--- src/include/pbs_pkg.sv ---
// shared constants and types for the pipelined burst memory command block
package pbs_pkg;

   // ----------------------------------------------------------------------
   // widths
   // ----------------------------------------------------------------------
   localparam int ADDR_W = 20;
   localparam int DATA_W = 32;
   localparam int LANES = 4;
   localparam int LANE_W = 8;
   localparam int BURST_W = 2;
   localparam int FIFO_DEPTH = 16;
   localparam int FIFO_W = ADDR_W + LANES + DATA_W;

   // ----------------------------------------------------------------------
   // asynchronous input synchroniser layout and reset values
   // ----------------------------------------------------------------------
   localparam int SYNC_W = 3;
   localparam int SYNC_OE = 0;
   localparam int SYNC_ORDER = 1;
   localparam int SYNC_SNOOZE = 2;
   // output enable inactive, interleaved order, snooze off
   localparam logic [SYNC_W-1:0] SYNC_RST = 3'h3;

   // ----------------------------------------------------------------------
   // reset values and counter constants
   // ----------------------------------------------------------------------
   localparam logic [BURST_W-1:0] BURST_ZERO = 2'h0;
   localparam logic [BURST_W-1:0] BURST_STEP = 2'h1;
   localparam logic [ADDR_W-1:0] ADDR_ZERO = 20'h0_0000;
   localparam logic [DATA_W-1:0] DATA_ZERO = 32'h0000_0000;
   localparam logic [LANES-1:0] MASK_ZERO = 4'h0;

   // ----------------------------------------------------------------------
   // burst type chosen by the last load cycle
   // ----------------------------------------------------------------------
   typedef enum logic [2:0] {
      BST_IDLE  = 3'h1,
      BST_READ  = 3'h2,
      BST_WRITE = 3'h4
   } pbs_burst_t;

   // ----------------------------------------------------------------------
   // operation travelling down the two-stage pipeline
   // ----------------------------------------------------------------------
   typedef enum logic [4:0] {
      OP_NONE  = 5'h01,
      OP_READ  = 5'h02,
      OP_DUMMY = 5'h04,
      OP_WRITE = 5'h08,
      OP_ABORT = 5'h10
   } pbs_op_t;

endpackage

--- src/include/pbs_stream_if.sv ---
// valid/ready word stream between the command block and its write buffer
`timescale 1ns/10ps
interface pbs_stream_if #(parameter int W = 8);
   logic valid;
   logic ready;
   logic [W-1:0] data;
   modport src (output valid, output data, input ready);
   modport snk (input valid, input data, output ready);
endinterface

--- src/rtl/pbs_fifo.sv ---
// flip-flop write buffer with registered full and empty flags
`timescale 1ns/10ps
module pbs_fifo
   import pbs_pkg::*;
#(
   parameter int W = FIFO_W,
   parameter int DEPTH = FIFO_DEPTH
)
(
   input wire logic ref_clk,
   input wire logic reset,
   pbs_stream_if.snk fill,
   pbs_stream_if.src drain
);

   // depth must be a power of two so the pointers wrap by themselves
   localparam int PW = $clog2(DEPTH);
   localparam logic [PW:0] CNT_FULL = (PW+1)'(DEPTH);
   localparam logic [PW:0] CNT_ZERO = (PW+1)'(0);
   localparam logic [PW-1:0] PTR_ZERO = PW'(0);

   logic [W-1:0] store_r [DEPTH];
   logic [W-1:0] store_nxt [DEPTH];
   logic [PW-1:0] wr_ptr_r;
   logic [PW-1:0] wr_ptr_nxt;
   logic [PW-1:0] rd_ptr_r;
   logic [PW-1:0] rd_ptr_nxt;
   logic [PW:0] count_r;
   logic [PW:0] count_nxt;
   logic ready_r;
   logic ready_nxt;
   logic valid_r;
   logic valid_nxt;
   logic push;
   logic pop;

   // ----------------------------------------------------------------------
   // next state: flags are registered so neither side sees a comb path
   // ----------------------------------------------------------------------
   always_comb
   begin
      push = fill.valid && ready_r;
      pop = valid_r && drain.ready;
      store_nxt = store_r;
      wr_ptr_nxt = wr_ptr_r;
      rd_ptr_nxt = rd_ptr_r;
      count_nxt = count_r;
      if (push)
      begin
         store_nxt[wr_ptr_r] = fill.data;
         wr_ptr_nxt = wr_ptr_r + 1'b1;
      end
      if (pop)
      begin
         rd_ptr_nxt = rd_ptr_r + 1'b1;
      end
      if (push && !pop)
      begin
         count_nxt = count_r + 1'b1;
      end
      else if (pop && !push)
      begin
         count_nxt = count_r - 1'b1;
      end
      ready_nxt = (count_nxt != CNT_FULL);
      valid_nxt = (count_nxt != CNT_ZERO);
   end

   // ----------------------------------------------------------------------
   // registers
   // ----------------------------------------------------------------------
   always_ff @(posedge ref_clk or posedge reset)
   begin
      if (reset)
      begin
         for (int i = 0; i < DEPTH; i++)
         begin
            store_r[i] <= '0;
         end
         wr_ptr_r <= PTR_ZERO;
         rd_ptr_r <= PTR_ZERO;
         count_r <= CNT_ZERO;
         ready_r <= 1'b1;
         valid_r <= 1'b0;
      end
      else
      begin
         store_r <= store_nxt;
         wr_ptr_r <= wr_ptr_nxt;
         rd_ptr_r <= rd_ptr_nxt;
         count_r <= count_nxt;
         ready_r <= ready_nxt;
         valid_r <= valid_nxt;
      end
   end

   assign fill.ready = ready_r;
   assign drain.valid = valid_r;
   assign drain.data = store_r[rd_ptr_r];

endmodule // pbs_fifo

--- src/rtl/pbs_burst_sram_if.sv ---
// command decode and data pipeline of a pipelined no-turnaround burst memory
// Summary of operation
// - deselect on inactive select; continue-deselect follows deselect
// - selected load with read begins read burst
// - continue cycles repeat the burst's chosen type
// - two-bit counter steps each read or write continue, wraps at four
// - read with output enable high is dummy
// - selected load with write and enables begins write
// - all byte enables high means write abort
// - each byte enable gates only its lane
// - drivers turned off during writes automatically
// - clock enable high freezes state and address
// - inhibit keeps read drive, never writes memory
// - controls sampled on rising edge except async pins
// - data pins undriven from power-up until a read
// - load samples selects; advance ignores them, counts in a read or write burst
// - order select high interleaved, low linear
// - snooze ignores inputs, floats outputs, keeps data
`timescale 1ns/10ps
module pbs_burst_sram_if
   import pbs_pkg::*;
(
   input wire logic ref_clk,
   input wire logic reset,
   input wire logic clock_gate_enable_n,
   input wire logic chip_select_low_first,
   input wire logic chip_select_high_second,
   input wire logic chip_select_low_third,
   input wire logic advance_or_load,
   input wire logic read_write_select,
   input wire logic [LANES-1:0] byte_write_enables,
   input wire logic output_enable_n,
   input wire logic burst_order_select,
   input wire logic snooze_input,
   input wire logic [ADDR_W-1:0] address,
   input wire logic [DATA_W-1:0] data_in,
   output logic [DATA_W-1:0] data_out,
   output logic data_oe,
   output logic mem_rd_en,
   output logic [ADDR_W-1:0] mem_rd_addr,
   input wire logic [DATA_W-1:0] mem_rd_data,
   output logic mem_wr_en,
   output logic [ADDR_W-1:0] mem_wr_addr,
   output logic [LANES-1:0] mem_wr_mask,
   output logic [DATA_W-1:0] mem_wr_data,
   input wire logic mem_wr_ready,
   output logic write_buffer_ready
);

   // ----------------------------------------------------------------------
   // burst address step: xor for interleaved order, add for linear
   // ----------------------------------------------------------------------
   function automatic logic [ADDR_W-1:0] burst_addr(
      input logic [ADDR_W-1:0] base,
      input logic [BURST_W-1:0] cnt,
      input logic interleave
   );
      logic [BURST_W-1:0] low;
      low = interleave ? (base[BURST_W-1:0] ^ cnt) : (base[BURST_W-1:0] + cnt);
      return {base[ADDR_W-1:BURST_W], low};
   endfunction

   // ----------------------------------------------------------------------
   // declarations
   // ----------------------------------------------------------------------
   logic [SYNC_W-1:0] sync1_r;
   logic [SYNC_W-1:0] sync2_r;
   logic [SYNC_W-1:0] sync3_r;
   logic [SYNC_W-1:0] filt_r;
   logic [SYNC_W-1:0] filt_nxt;
   logic oe_high;
   logic interleave;
   logic snooze;
   logic advance;
   logic selected;
   logic any_lane;

   pbs_burst_t burst_r;
   pbs_burst_t burst_nxt;
   logic [ADDR_W-1:0] base_r;
   logic [ADDR_W-1:0] base_nxt;
   logic [BURST_W-1:0] count_r;
   logic [BURST_W-1:0] count_nxt;
   pbs_op_t kind;
   logic [ADDR_W-1:0] op_addr;

   pbs_op_t s1_kind_r;
   pbs_op_t s1_kind_nxt;
   logic [ADDR_W-1:0] s1_addr_r;
   logic [ADDR_W-1:0] s1_addr_nxt;
   logic [LANES-1:0] s1_mask_r;
   logic [LANES-1:0] s1_mask_nxt;
   pbs_op_t s2_kind_r;
   pbs_op_t s2_kind_nxt;
   logic [ADDR_W-1:0] s2_addr_r;
   logic [ADDR_W-1:0] s2_addr_nxt;
   logic [LANES-1:0] s2_mask_r;
   logic [LANES-1:0] s2_mask_nxt;

   logic mem_rd_en_r;
   logic mem_rd_en_nxt;
   logic [ADDR_W-1:0] mem_rd_addr_r;
   logic [ADDR_W-1:0] mem_rd_addr_nxt;
   logic [DATA_W-1:0] dout_r;
   logic [DATA_W-1:0] dout_nxt;
   logic read_phase_r;
   logic read_phase_nxt;
   logic data_oe_r;
   logic data_oe_nxt;

   logic mem_wr_en_r;
   logic mem_wr_en_nxt;
   logic [ADDR_W-1:0] mem_wr_addr_r;
   logic [ADDR_W-1:0] mem_wr_addr_nxt;
   logic [LANES-1:0] mem_wr_mask_r;
   logic [LANES-1:0] mem_wr_mask_nxt;
   logic [DATA_W-1:0] mem_wr_data_r;
   logic [DATA_W-1:0] mem_wr_data_nxt;

   pbs_stream_if #(.W(FIFO_W)) fill_if ();
   pbs_stream_if #(.W(FIFO_W)) drain_if ();

   // ----------------------------------------------------------------------
   // asynchronous pins: four flops, a change counts when stages 2 and 3 agree
   // ----------------------------------------------------------------------
   always_comb
   begin
      filt_nxt = filt_r;
      for (int i = 0; i < SYNC_W; i++)
      begin
         if (sync2_r[i] == sync3_r[i])
         begin
            filt_nxt[i] = sync3_r[i];
         end
      end
   end

   // synchronisers keep running while the clock is gated so snooze exit is seen
   always_ff @(posedge ref_clk or posedge reset)
   begin
      if (reset)
      begin
         sync1_r <= SYNC_RST;
         sync2_r <= SYNC_RST;
         sync3_r <= SYNC_RST;
         filt_r <= SYNC_RST;
      end
      else
      begin
         sync1_r <= {snooze_input, burst_order_select, output_enable_n};
         sync2_r <= sync1_r;
         sync3_r <= sync2_r;
         filt_r <= filt_nxt;
      end
   end

   assign oe_high = filt_r[SYNC_OE];
   assign interleave = filt_r[SYNC_ORDER];
   assign snooze = filt_r[SYNC_SNOOZE];
   // a gated or snoozing edge changes nothing in the pipeline
   assign advance = !clock_gate_enable_n && !snooze;
   assign selected = !chip_select_low_first && chip_select_high_second && !chip_select_low_third;
   assign any_lane = !(&byte_write_enables);

   // ----------------------------------------------------------------------
   // command decode, burst counter and pipeline next values
   // ----------------------------------------------------------------------
   always_comb
   begin
      burst_nxt = burst_r;
      base_nxt = base_r;
      count_nxt = count_r;
      kind = OP_NONE;
      op_addr = base_r;
      s1_kind_nxt = s1_kind_r;
      s1_addr_nxt = s1_addr_r;
      s1_mask_nxt = s1_mask_r;
      s2_kind_nxt = s2_kind_r;
      s2_addr_nxt = s2_addr_r;
      s2_mask_nxt = s2_mask_r;
      mem_rd_en_nxt = 1'b0;
      mem_rd_addr_nxt = mem_rd_addr_r;
      dout_nxt = dout_r;
      read_phase_nxt = read_phase_r;
      if (advance)
      begin
         if (!advance_or_load)
         begin
            // load: selects and direction are only looked at here
            count_nxt = BURST_ZERO;
            base_nxt = address;
            op_addr = address;
            if (!selected)
            begin
               burst_nxt = BST_IDLE;
            end
            else if (read_write_select)
            begin
               burst_nxt = BST_READ;
               kind = oe_high ? OP_DUMMY : OP_READ;
            end
            else
            begin
               burst_nxt = BST_WRITE;
               kind = any_lane ? OP_WRITE : OP_ABORT;
            end
         end
         else
         begin
            // continue: the type comes from the burst, not from the pins
            case (burst_r)
               BST_READ:
               begin
                  count_nxt = count_r + BURST_STEP;
                  kind = oe_high ? OP_DUMMY : OP_READ;
               end
               BST_WRITE:
               begin
                  count_nxt = count_r + BURST_STEP;
                  kind = any_lane ? OP_WRITE : OP_ABORT;
               end
               default:
               begin
                  kind = OP_NONE;
               end
            endcase
            op_addr = burst_addr(base_r, count_nxt, interleave);
         end
         s1_kind_nxt = kind;
         s1_addr_nxt = op_addr;
         s1_mask_nxt = ~byte_write_enables;
         s2_kind_nxt = s1_kind_r;
         s2_addr_nxt = s1_addr_r;
         s2_mask_nxt = s1_mask_r;
         // dummy reads and aborts never reach the memory
         mem_rd_en_nxt = (kind == OP_READ);
         mem_rd_addr_nxt = op_addr;
         if (s1_kind_r == OP_READ)
         begin
            dout_nxt = mem_rd_data;
         end
         read_phase_nxt = (s1_kind_r == OP_READ);
      end
   end

   // ----------------------------------------------------------------------
   // output drive: reevaluated every edge, even while gated
   // ----------------------------------------------------------------------
   always_comb
   begin
      data_oe_nxt = read_phase_nxt && !oe_high && !snooze;
   end

   always_ff @(posedge ref_clk or posedge reset)
   begin
      if (reset)
      begin
         burst_r <= BST_IDLE;
         base_r <= ADDR_ZERO;
         count_r <= BURST_ZERO;
         s1_kind_r <= OP_NONE;
         s1_addr_r <= ADDR_ZERO;
         s1_mask_r <= MASK_ZERO;
         s2_kind_r <= OP_NONE;
         s2_addr_r <= ADDR_ZERO;
         s2_mask_r <= MASK_ZERO;
         mem_rd_en_r <= 1'b0;
         mem_rd_addr_r <= ADDR_ZERO;
         dout_r <= DATA_ZERO;
         read_phase_r <= 1'b0;
         data_oe_r <= 1'b0;
      end
      else
      begin
         burst_r <= burst_nxt;
         base_r <= base_nxt;
         count_r <= count_nxt;
         s1_kind_r <= s1_kind_nxt;
         s1_addr_r <= s1_addr_nxt;
         s1_mask_r <= s1_mask_nxt;
         s2_kind_r <= s2_kind_nxt;
         s2_addr_r <= s2_addr_nxt;
         s2_mask_r <= s2_mask_nxt;
         mem_rd_en_r <= mem_rd_en_nxt;
         mem_rd_addr_r <= mem_rd_addr_nxt;
         dout_r <= dout_nxt;
         read_phase_r <= read_phase_nxt;
         data_oe_r <= data_oe_nxt;
      end
   end

   // ----------------------------------------------------------------------
   // write capture: data pins taken on the second enabled edge
   // ----------------------------------------------------------------------
   // a gated edge pushes nothing, so an inhibit cycle never writes
   assign fill_if.valid = advance && (s2_kind_r == OP_WRITE);
   assign fill_if.data = {s2_addr_r, s2_mask_r, data_in};

   // buffer decouples pin timing from a memory that may stall
   pbs_fifo #(
      .W(FIFO_W),
      .DEPTH(FIFO_DEPTH)
   ) u_write_buffer (
      .ref_clk(ref_clk),
      .reset(reset),
      .fill(fill_if.snk),
      .drain(drain_if.src)
   );

   // ----------------------------------------------------------------------
   // memory write port: one register slice after the buffer
   // ----------------------------------------------------------------------
   assign drain_if.ready = !mem_wr_en_r || mem_wr_ready;

   always_comb
   begin
      mem_wr_en_nxt = mem_wr_en_r;
      mem_wr_addr_nxt = mem_wr_addr_r;
      mem_wr_mask_nxt = mem_wr_mask_r;
      mem_wr_data_nxt = mem_wr_data_r;
      if (drain_if.valid && drain_if.ready)
      begin
         mem_wr_en_nxt = 1'b1;
         {mem_wr_addr_nxt, mem_wr_mask_nxt, mem_wr_data_nxt} = drain_if.data;
      end
      else if (mem_wr_ready)
      begin
         mem_wr_en_nxt = 1'b0;
      end
   end

   always_ff @(posedge ref_clk or posedge reset)
   begin
      if (reset)
      begin
         mem_wr_en_r <= 1'b0;
         mem_wr_addr_r <= ADDR_ZERO;
         mem_wr_mask_r <= MASK_ZERO;
         mem_wr_data_r <= DATA_ZERO;
      end
      else
      begin
         mem_wr_en_r <= mem_wr_en_nxt;
         mem_wr_addr_r <= mem_wr_addr_nxt;
         mem_wr_mask_r <= mem_wr_mask_nxt;
         mem_wr_data_r <= mem_wr_data_nxt;
      end
   end

   // ----------------------------------------------------------------------
   // outputs
   // ----------------------------------------------------------------------
   assign data_out = dout_r;
   assign data_oe = data_oe_r;
   assign mem_rd_en = mem_rd_en_r;
   assign mem_rd_addr = mem_rd_addr_r;
   assign mem_wr_en = mem_wr_en_r;
   assign mem_wr_addr = mem_wr_addr_r;
   assign mem_wr_mask = mem_wr_mask_r;
   assign mem_wr_data = mem_wr_data_r;
   assign write_buffer_ready = fill_if.ready; // flop inside the buffer

endmodule // pbs_burst_sram_if

--- config.mk ---
export PLATFORM = sky130hd
export DESIGN_NAME = pbs_burst_sram_if
export DESIGN_NICKNAME = d
export VERILOG_FILES = /design/src/include/pbs_pkg.sv /design/src/include/pbs_stream_if.sv /design/src/rtl/pbs_fifo.sv /design/src/rtl/pbs_burst_sram_if.sv
export SDC_FILE = /design/constraint.sdc
export NUM_CORES = 2
export LEC_CHECK = 0
export BUFFER_PORTS_ARGS = -buffer_cell sky130_fd_sc_hd__buf_2
export CORE_ASPECT_RATIO = 1.75
export CORE_MARGIN = 2
export CORE_UTILIZATION = 40
export CTS_CLUSTER_DIAMETER = 60
export DETAILED_ROUTE_END_ITERATION = 12
export PLACE_DENSITY_LB_ADDON = 0.1
export SLEW_MARGIN = 20
export SYNTH_ARGS = -nofsm -noshare
export SYNTH_HDL_FRONTEND = slang
export SYNTH_SLANG_ARGS = --single-unit
export TNS_END_PERCENT = 30
--- constraint.sdc ---
create_clock -name ref_clk -period 33.5 [get_ports ref_clk]
set_input_delay 3.35 -clock ref_clk [delete_from_list [all_inputs] [get_ports ref_clk]]
set_output_delay 3.35 -clock ref_clk [all_outputs]
set_load 0.03 [all_outputs]
Word level (Yosys, flattened, before mapping)
Index checks and enable logic that the tools add are counted.
W data, S select, Z words.
Word-level totals
  bits in registers: 1098
  latch bits: 0
  memory bits (writable): 0
  memory bits (read-only): 0
  bits of input ports: 100
  output and inout port bits: 112
  logic and storage cells: 120
  memories kept: 0
Operators by class
  add/subtract/negate cells: 6
  $mul: 0
  div/mod/pow operators: 0
  $lt $le $gt $ge: 3
  equality and inequality tests: 9
  shift operators: 0
  multiplexer cells: 27
  bitwise gates (word level): 5
  reductions and logical operators: 26
Operators with widths (count)
  $bwmux W896: 1
  $bmux W56 S4: 1
  $demux W56 S4: 1
  $mux W56: 3
  $mux W5: 7
  $mux W20: 1
  $logic_and A1 B1 Y1: 11
  $eq A5 B2 Y1 const B: 2
  $ge A5 B5 Y1 const B: 2
  $mux W2: 5
  $not A4 Y5: 2
  $pmux W5 S2: 1
  $mux W3: 3
  $add A4 B1 Y4 const B: 2
  $logic_not A1 Y1: 8
  $add A5 B1 Y5 const B: 1
  $eq A5 B4 Y1 const B: 1
  $lt A5 B1 Y1 const B: 1
  $ne A5 B5 Y1 const B: 1
  $reduce_bool A5 Y1: 1
  $sub A5 B1 Y5 const B: 1
  $mux W1: 4
  $not A4 Y4: 1
  $reduce_and A2 Y1: 2
  11 further kinds: 13

Logic depth before layout (Yosys ltp)
  word-level depth: 9
  depth in mapped cells: 9
  gate-level depth less buffers: 9

By module
Synthesis repeated with hierarchy kept, for this count alone.
Unflattened totals
  cells, all modules: 3350
  area, all modules: 49319.8 µm²
Modules (own cells, without submodules)
  pbs_fifo: times used 1, cells an instance 2811, area each 41971.5 µm², seq. area each 22798.1 µm²
  pbs_burst_sram_if: times used 1, cells an instance 539, area each 7348.3 µm², seq. area each 4693.3 µm²

Worst setup path after synthesis
OpenSTA, ideal clock, no wires.
  kind: in2reg
  start point: in clock_gate_enable_n
  end point: reg u_write_buffer.store_r[0] (netlist bit)
  library setup time: 0.125 ns
  arrival: 4.878 ns
  required time: 33.375 ns
  setup slack: 28.496 ns
  stages on the path: 7
  buffers on the path: 3
  cells stage by stage: or4_4 -> nor2_4 -> buf_4 -> nand4_1 -> buf_4 -> buf_6 -> mux2_4
Between the ends
  longest elaborated chain between the ends: 4
Ends and longest elaborated chain
  start: declaration: RTL line pbs_burst_sram_if.sv:25  | input wire logic clock_gate_enable_n,
  $logic_not A1 Y1: RTL line pbs_burst_sram_if.sv:161  | assign advance = !clock_gate_enable_n && !snooze;
  $logic_and A1 B1 Y1: RTL line pbs_burst_sram_if.sv:161
  $logic_and A1 B1 Y1: RTL line pbs_burst_sram_if.sv:296  | assign fill_if.valid = advance && (s2_kind_r == OP_WRITE);
  $logic_and A1 B1 Y1: RTL line pbs_fifo.sv:42  | push = fill.valid && ready_r;
  end signal: assignment: RTL line pbs_fifo.sv:88  | store_r <= store_nxt;
  end: declaration: RTL line pbs_fifo.sv:22  | logic [W-1:0] store_r [DEPTH];
Every way passes these cells.
A chain may end at the register's enable or synchronous reset.

==> impl_metrics.yaml <==
status:
  run_status: "finished, final reports clean"
yosys:
  async_reset_ff_frac: 1.00
  yosysSeqAreaShare: 0.561
  yosys.area.top_type: "dfrtp_1"
  netlist_area_um2: 49000
  avgSynthCellArea_um2: 15.9
  post_synth_inst_count: 3082
  synth_edf_count: 0
  yosysWarnings: 0
  synthTopCellsByArea: "dfrtp_1 55%, mux2_2 14%, mux4_2 10%, mux2_4 5.7%, mux2_1 3.8%"
  netlist.area_leader.share: 0.554
  ys_types: 48
  synthFlopType: "dfrtp_1"
  syn_nets: 3190
  synth_seq_cells: 1098
timing:
  worstMarginPinSlew_ns: 1.10
  period_share: 0.218
  tns_ns: 0
  report.final.setup_viol: 0
  fin_crit_ns: 7.29
  rsz0062_at_grt: "false"
  setup_ws_ns: 26.21
  slew-limit-headroom: 0.269
  hold_violations: 0
  final-max-slew-violation-count: 0
  skew_ns: 0.0159
  fmax_mhz: 137
critical_path:
  crit_path_end_kind: "async pin"
  cp_slowest_cell: "buf_4"
  r2r-end: "mem_wr_data[29]"
  crit_start: "reset"
  critPathArrivalTime_ns: 7.98
  cp_common_cell: "buf_4"
  rr_worst_depth: 7
  path_delay_family: "buffers and inverters"
  crit_path_start_kind: "primary input"
  worstPathCellList: "buf_2 > clkinvlp_4 > buf_4 > buf_4 > buf_4 > buf_4 > buf_4"
  critical_path_peak_fanout: 77
  worst-path-buf-inv: 7
  critical_path_class: "primary input to async pin"
  critPathMaxStageDelay_ns: 0.88
  reg2reg_slack_ns: 28.58
  critPathRequiredTime_ns: 34.19
  r2r_start: "u_write_buffer.rd_ptr_r[1]"
worst_hold_path:
  hold_depth: 0
  min-delay-start: "sync1_r[2]"
  holdPathEnd: "sync2_r[2]"
  hp-class: "register to register"
drt:
  via_per_inst: 5.46
  top_layer_used: "met5"
  drc: 0
  postRouteAntennaNets: 0
  met2_length_um: 65700
  routed_wl_um: 124000
  drt_iter0_drc: 1266
  firstDrtPassIters: 6
  wl_met3_um: 3730
  route.vias.total: 26800
  wl_met1_um: 51500
  wl_per_cell_um: 25.3
final_layout:
  flow.area_growth_from_synthesis_pct: 12.2
  seq_area_um2: 27500
  nNetsFinal: 3298
  fill_cells: 10800
  multi_input_comb_area_um2: 20100
  drive_above_1_share: 0.452
  final_cells: 4904
clock_tree:
  cts.htree.levels: 3
  ctsHoldBuffers: 0
  cts_setup_buffers: 0
  root_buffer: "clkbuf_16"
  cts_tree: "done"
  clock-sinks: 1098
  clock_path_buffers: 3
  cts-resized-gates: 0
  clock_latency_ns: 0.71
  numCtsBuffers: 107
  clk_pin_slew_worst_paths_ns: 0.06
floorplan:
  pin_count: 212
  die_x_um: 269
  dieArea_um2: 125000
  fp.dieH_um: 467
  fp-row-count: 169
  coreArea_um2: 121000
  start_util: 0.404
power_and_ir_drop:
  cellPowerDensity_nw_per_um2: 60.8
  power_leakage_nw: 28.0
  ir_drop_mv: 0.0661
global_route:
  grt_pass1_wl_um: 192000
  grt.total_usage: 0.202
  grt_pass1_vias: 30600
  antenna_found_initial: 5
  grt_overflow: 0
  grt_max_degree: 159
placement:
  io_buffer_count: 211
  dp.cells: 4704
  pre_cts_ws_ns: 25.17
  gp_congestion: 0.708
  hpwl_um: 71300
flow_run:
  drv_cap: 0
## cell usage after synthesis, types with 12 or more instances
cell type and instances:
dfstp_2 12, inv_1 13, mux4_2 223, buf_1 17
o22ai_1 39, mux2i_1 130, o21ai_0 49, mux2_4 187
nand2_1 142, a21oi_1 19, buf_2 34, a21o_1 41
mux2_1 166, clkbuf_1 136, dfrtp_1 1086, nor2_1 23
mux2_2 599, nand3_1 15, buf_6 56, buf_4 17
## flip-flops by register name, summed over array words and instances (netlist names), 2 cells and up
signal / count
base_r: 20
sync1_r: 3
burst_r: 3
mem_rd_addr: 20
s2_addr_r: 20
mem_wr_addr: 20
sync3_r: 3
s1_kind_r: 5
u_write_buffer.count_r: 5
u_write_buffer.wr_ptr_r: 4
s2_kind_r: 5
filt_r: 3
sync2_r: 3
s2_mask_r: 4
count_r: 2
mem_wr_mask: 4
s1_mask_r: 4
u_write_buffer.rd_ptr_r: 4
u_write_buffer.store_r: 896
mem_wr_data: 32
data_out: 32
## cells in the final DEF (no fill, tap or decap), types with 39 or more instances in the layout
master     count
mux4_2       223
nand2_1      140
clkbuf_16    110
mux2_2       599
buf_2        211
a21o_1        41
mux2i_1      130
mux2_1       166
o22ai_1       39
o21ai_0       49
dfrtp_1     1083
buf_4         43
mux2_4       187
## worst max-delay path by stage
| stage | to | cells after the start | slack [ns] |
|---|---|---|---|
| floorplan | base_r[0] | 1 | 15.01 |
| global route | u_write_buffer.store_r[25] | 7 | 25.41 |
| detailed placement | mem_wr_data[26] | 7 | 25.17 |
| finish | u_write_buffer.store_r[25] | 7 | 26.21 |
| CTS | mem_wr_data[26] | 7 | 25.97 |
| global placement | mem_wr_data[25] | 7 | 25.46 |
## stage by stage
step	hold WS, ns	power (mW)	cell area (um2)	util
2_1_floorplan	0.331	1.89	49000	-
5_1_grt	0.362	3.50	55000	0.453
3_3_place_gp	0.338	2.07	51200	0.422
3_5_place_dp	0.343	2.09	51200	0.422
6_report	0.352	3.34	55000	0.453
4_1_cts	0.355	3.41	55000	0.453
## where the power goes
group	leakage, nW	internal, mW	switching (mW)
Clock	1.88	0.773	0.528
Combinational	11.0	0.217	0.343
Sequential	15.1	1.38	0.0998
## cell type report
class                           count  share of cell area
Multi-Input combinational cell   1711               0.366
Antenna cell                        2           0.0000910
Inverter                           13            0.000955
Clock inverter                     42              0.0118
Clock buffer                      155              0.0571
Timing Repair Buffer              259              0.0270
Tap cell                         1624              0.0369
Sequential cell                  1098               0.500
## worst reg2reg max path, delay by kind of cell, from the launching register on
kind	cells	cell delay, ns
AOI/OAI and AO/OA	2	0.43
buffers and inverters	3	2.63
DFF	1	0.86
muxes	2	0.89
## metal layers
metal  track usage  vias to the layer above
met4        0.0609                        4
li1              -                    11500
met5             0                        -
met3        0.0258                      179
met2         0.366                      459
met1         0.250                    14600
## logic make-up (layout without fill, tap and decap cells)
family,count (synthesis),after routing,synth area share
buffers and inverters,273,469,0.0317
XOR/XNOR,14,14,0.00250
other,0,2,0
adder cells (fa/ha/maj),11,11,0.00265
AND/OR/NAND/NOR,214,214,0.0189
AO/OA/AOI/OAI,167,167,0.0213
flip-flops,1098,1098,0.561
multiplexers,1305,1305,0.362
No activity file was read; power rests on OpenSTA's default activity.
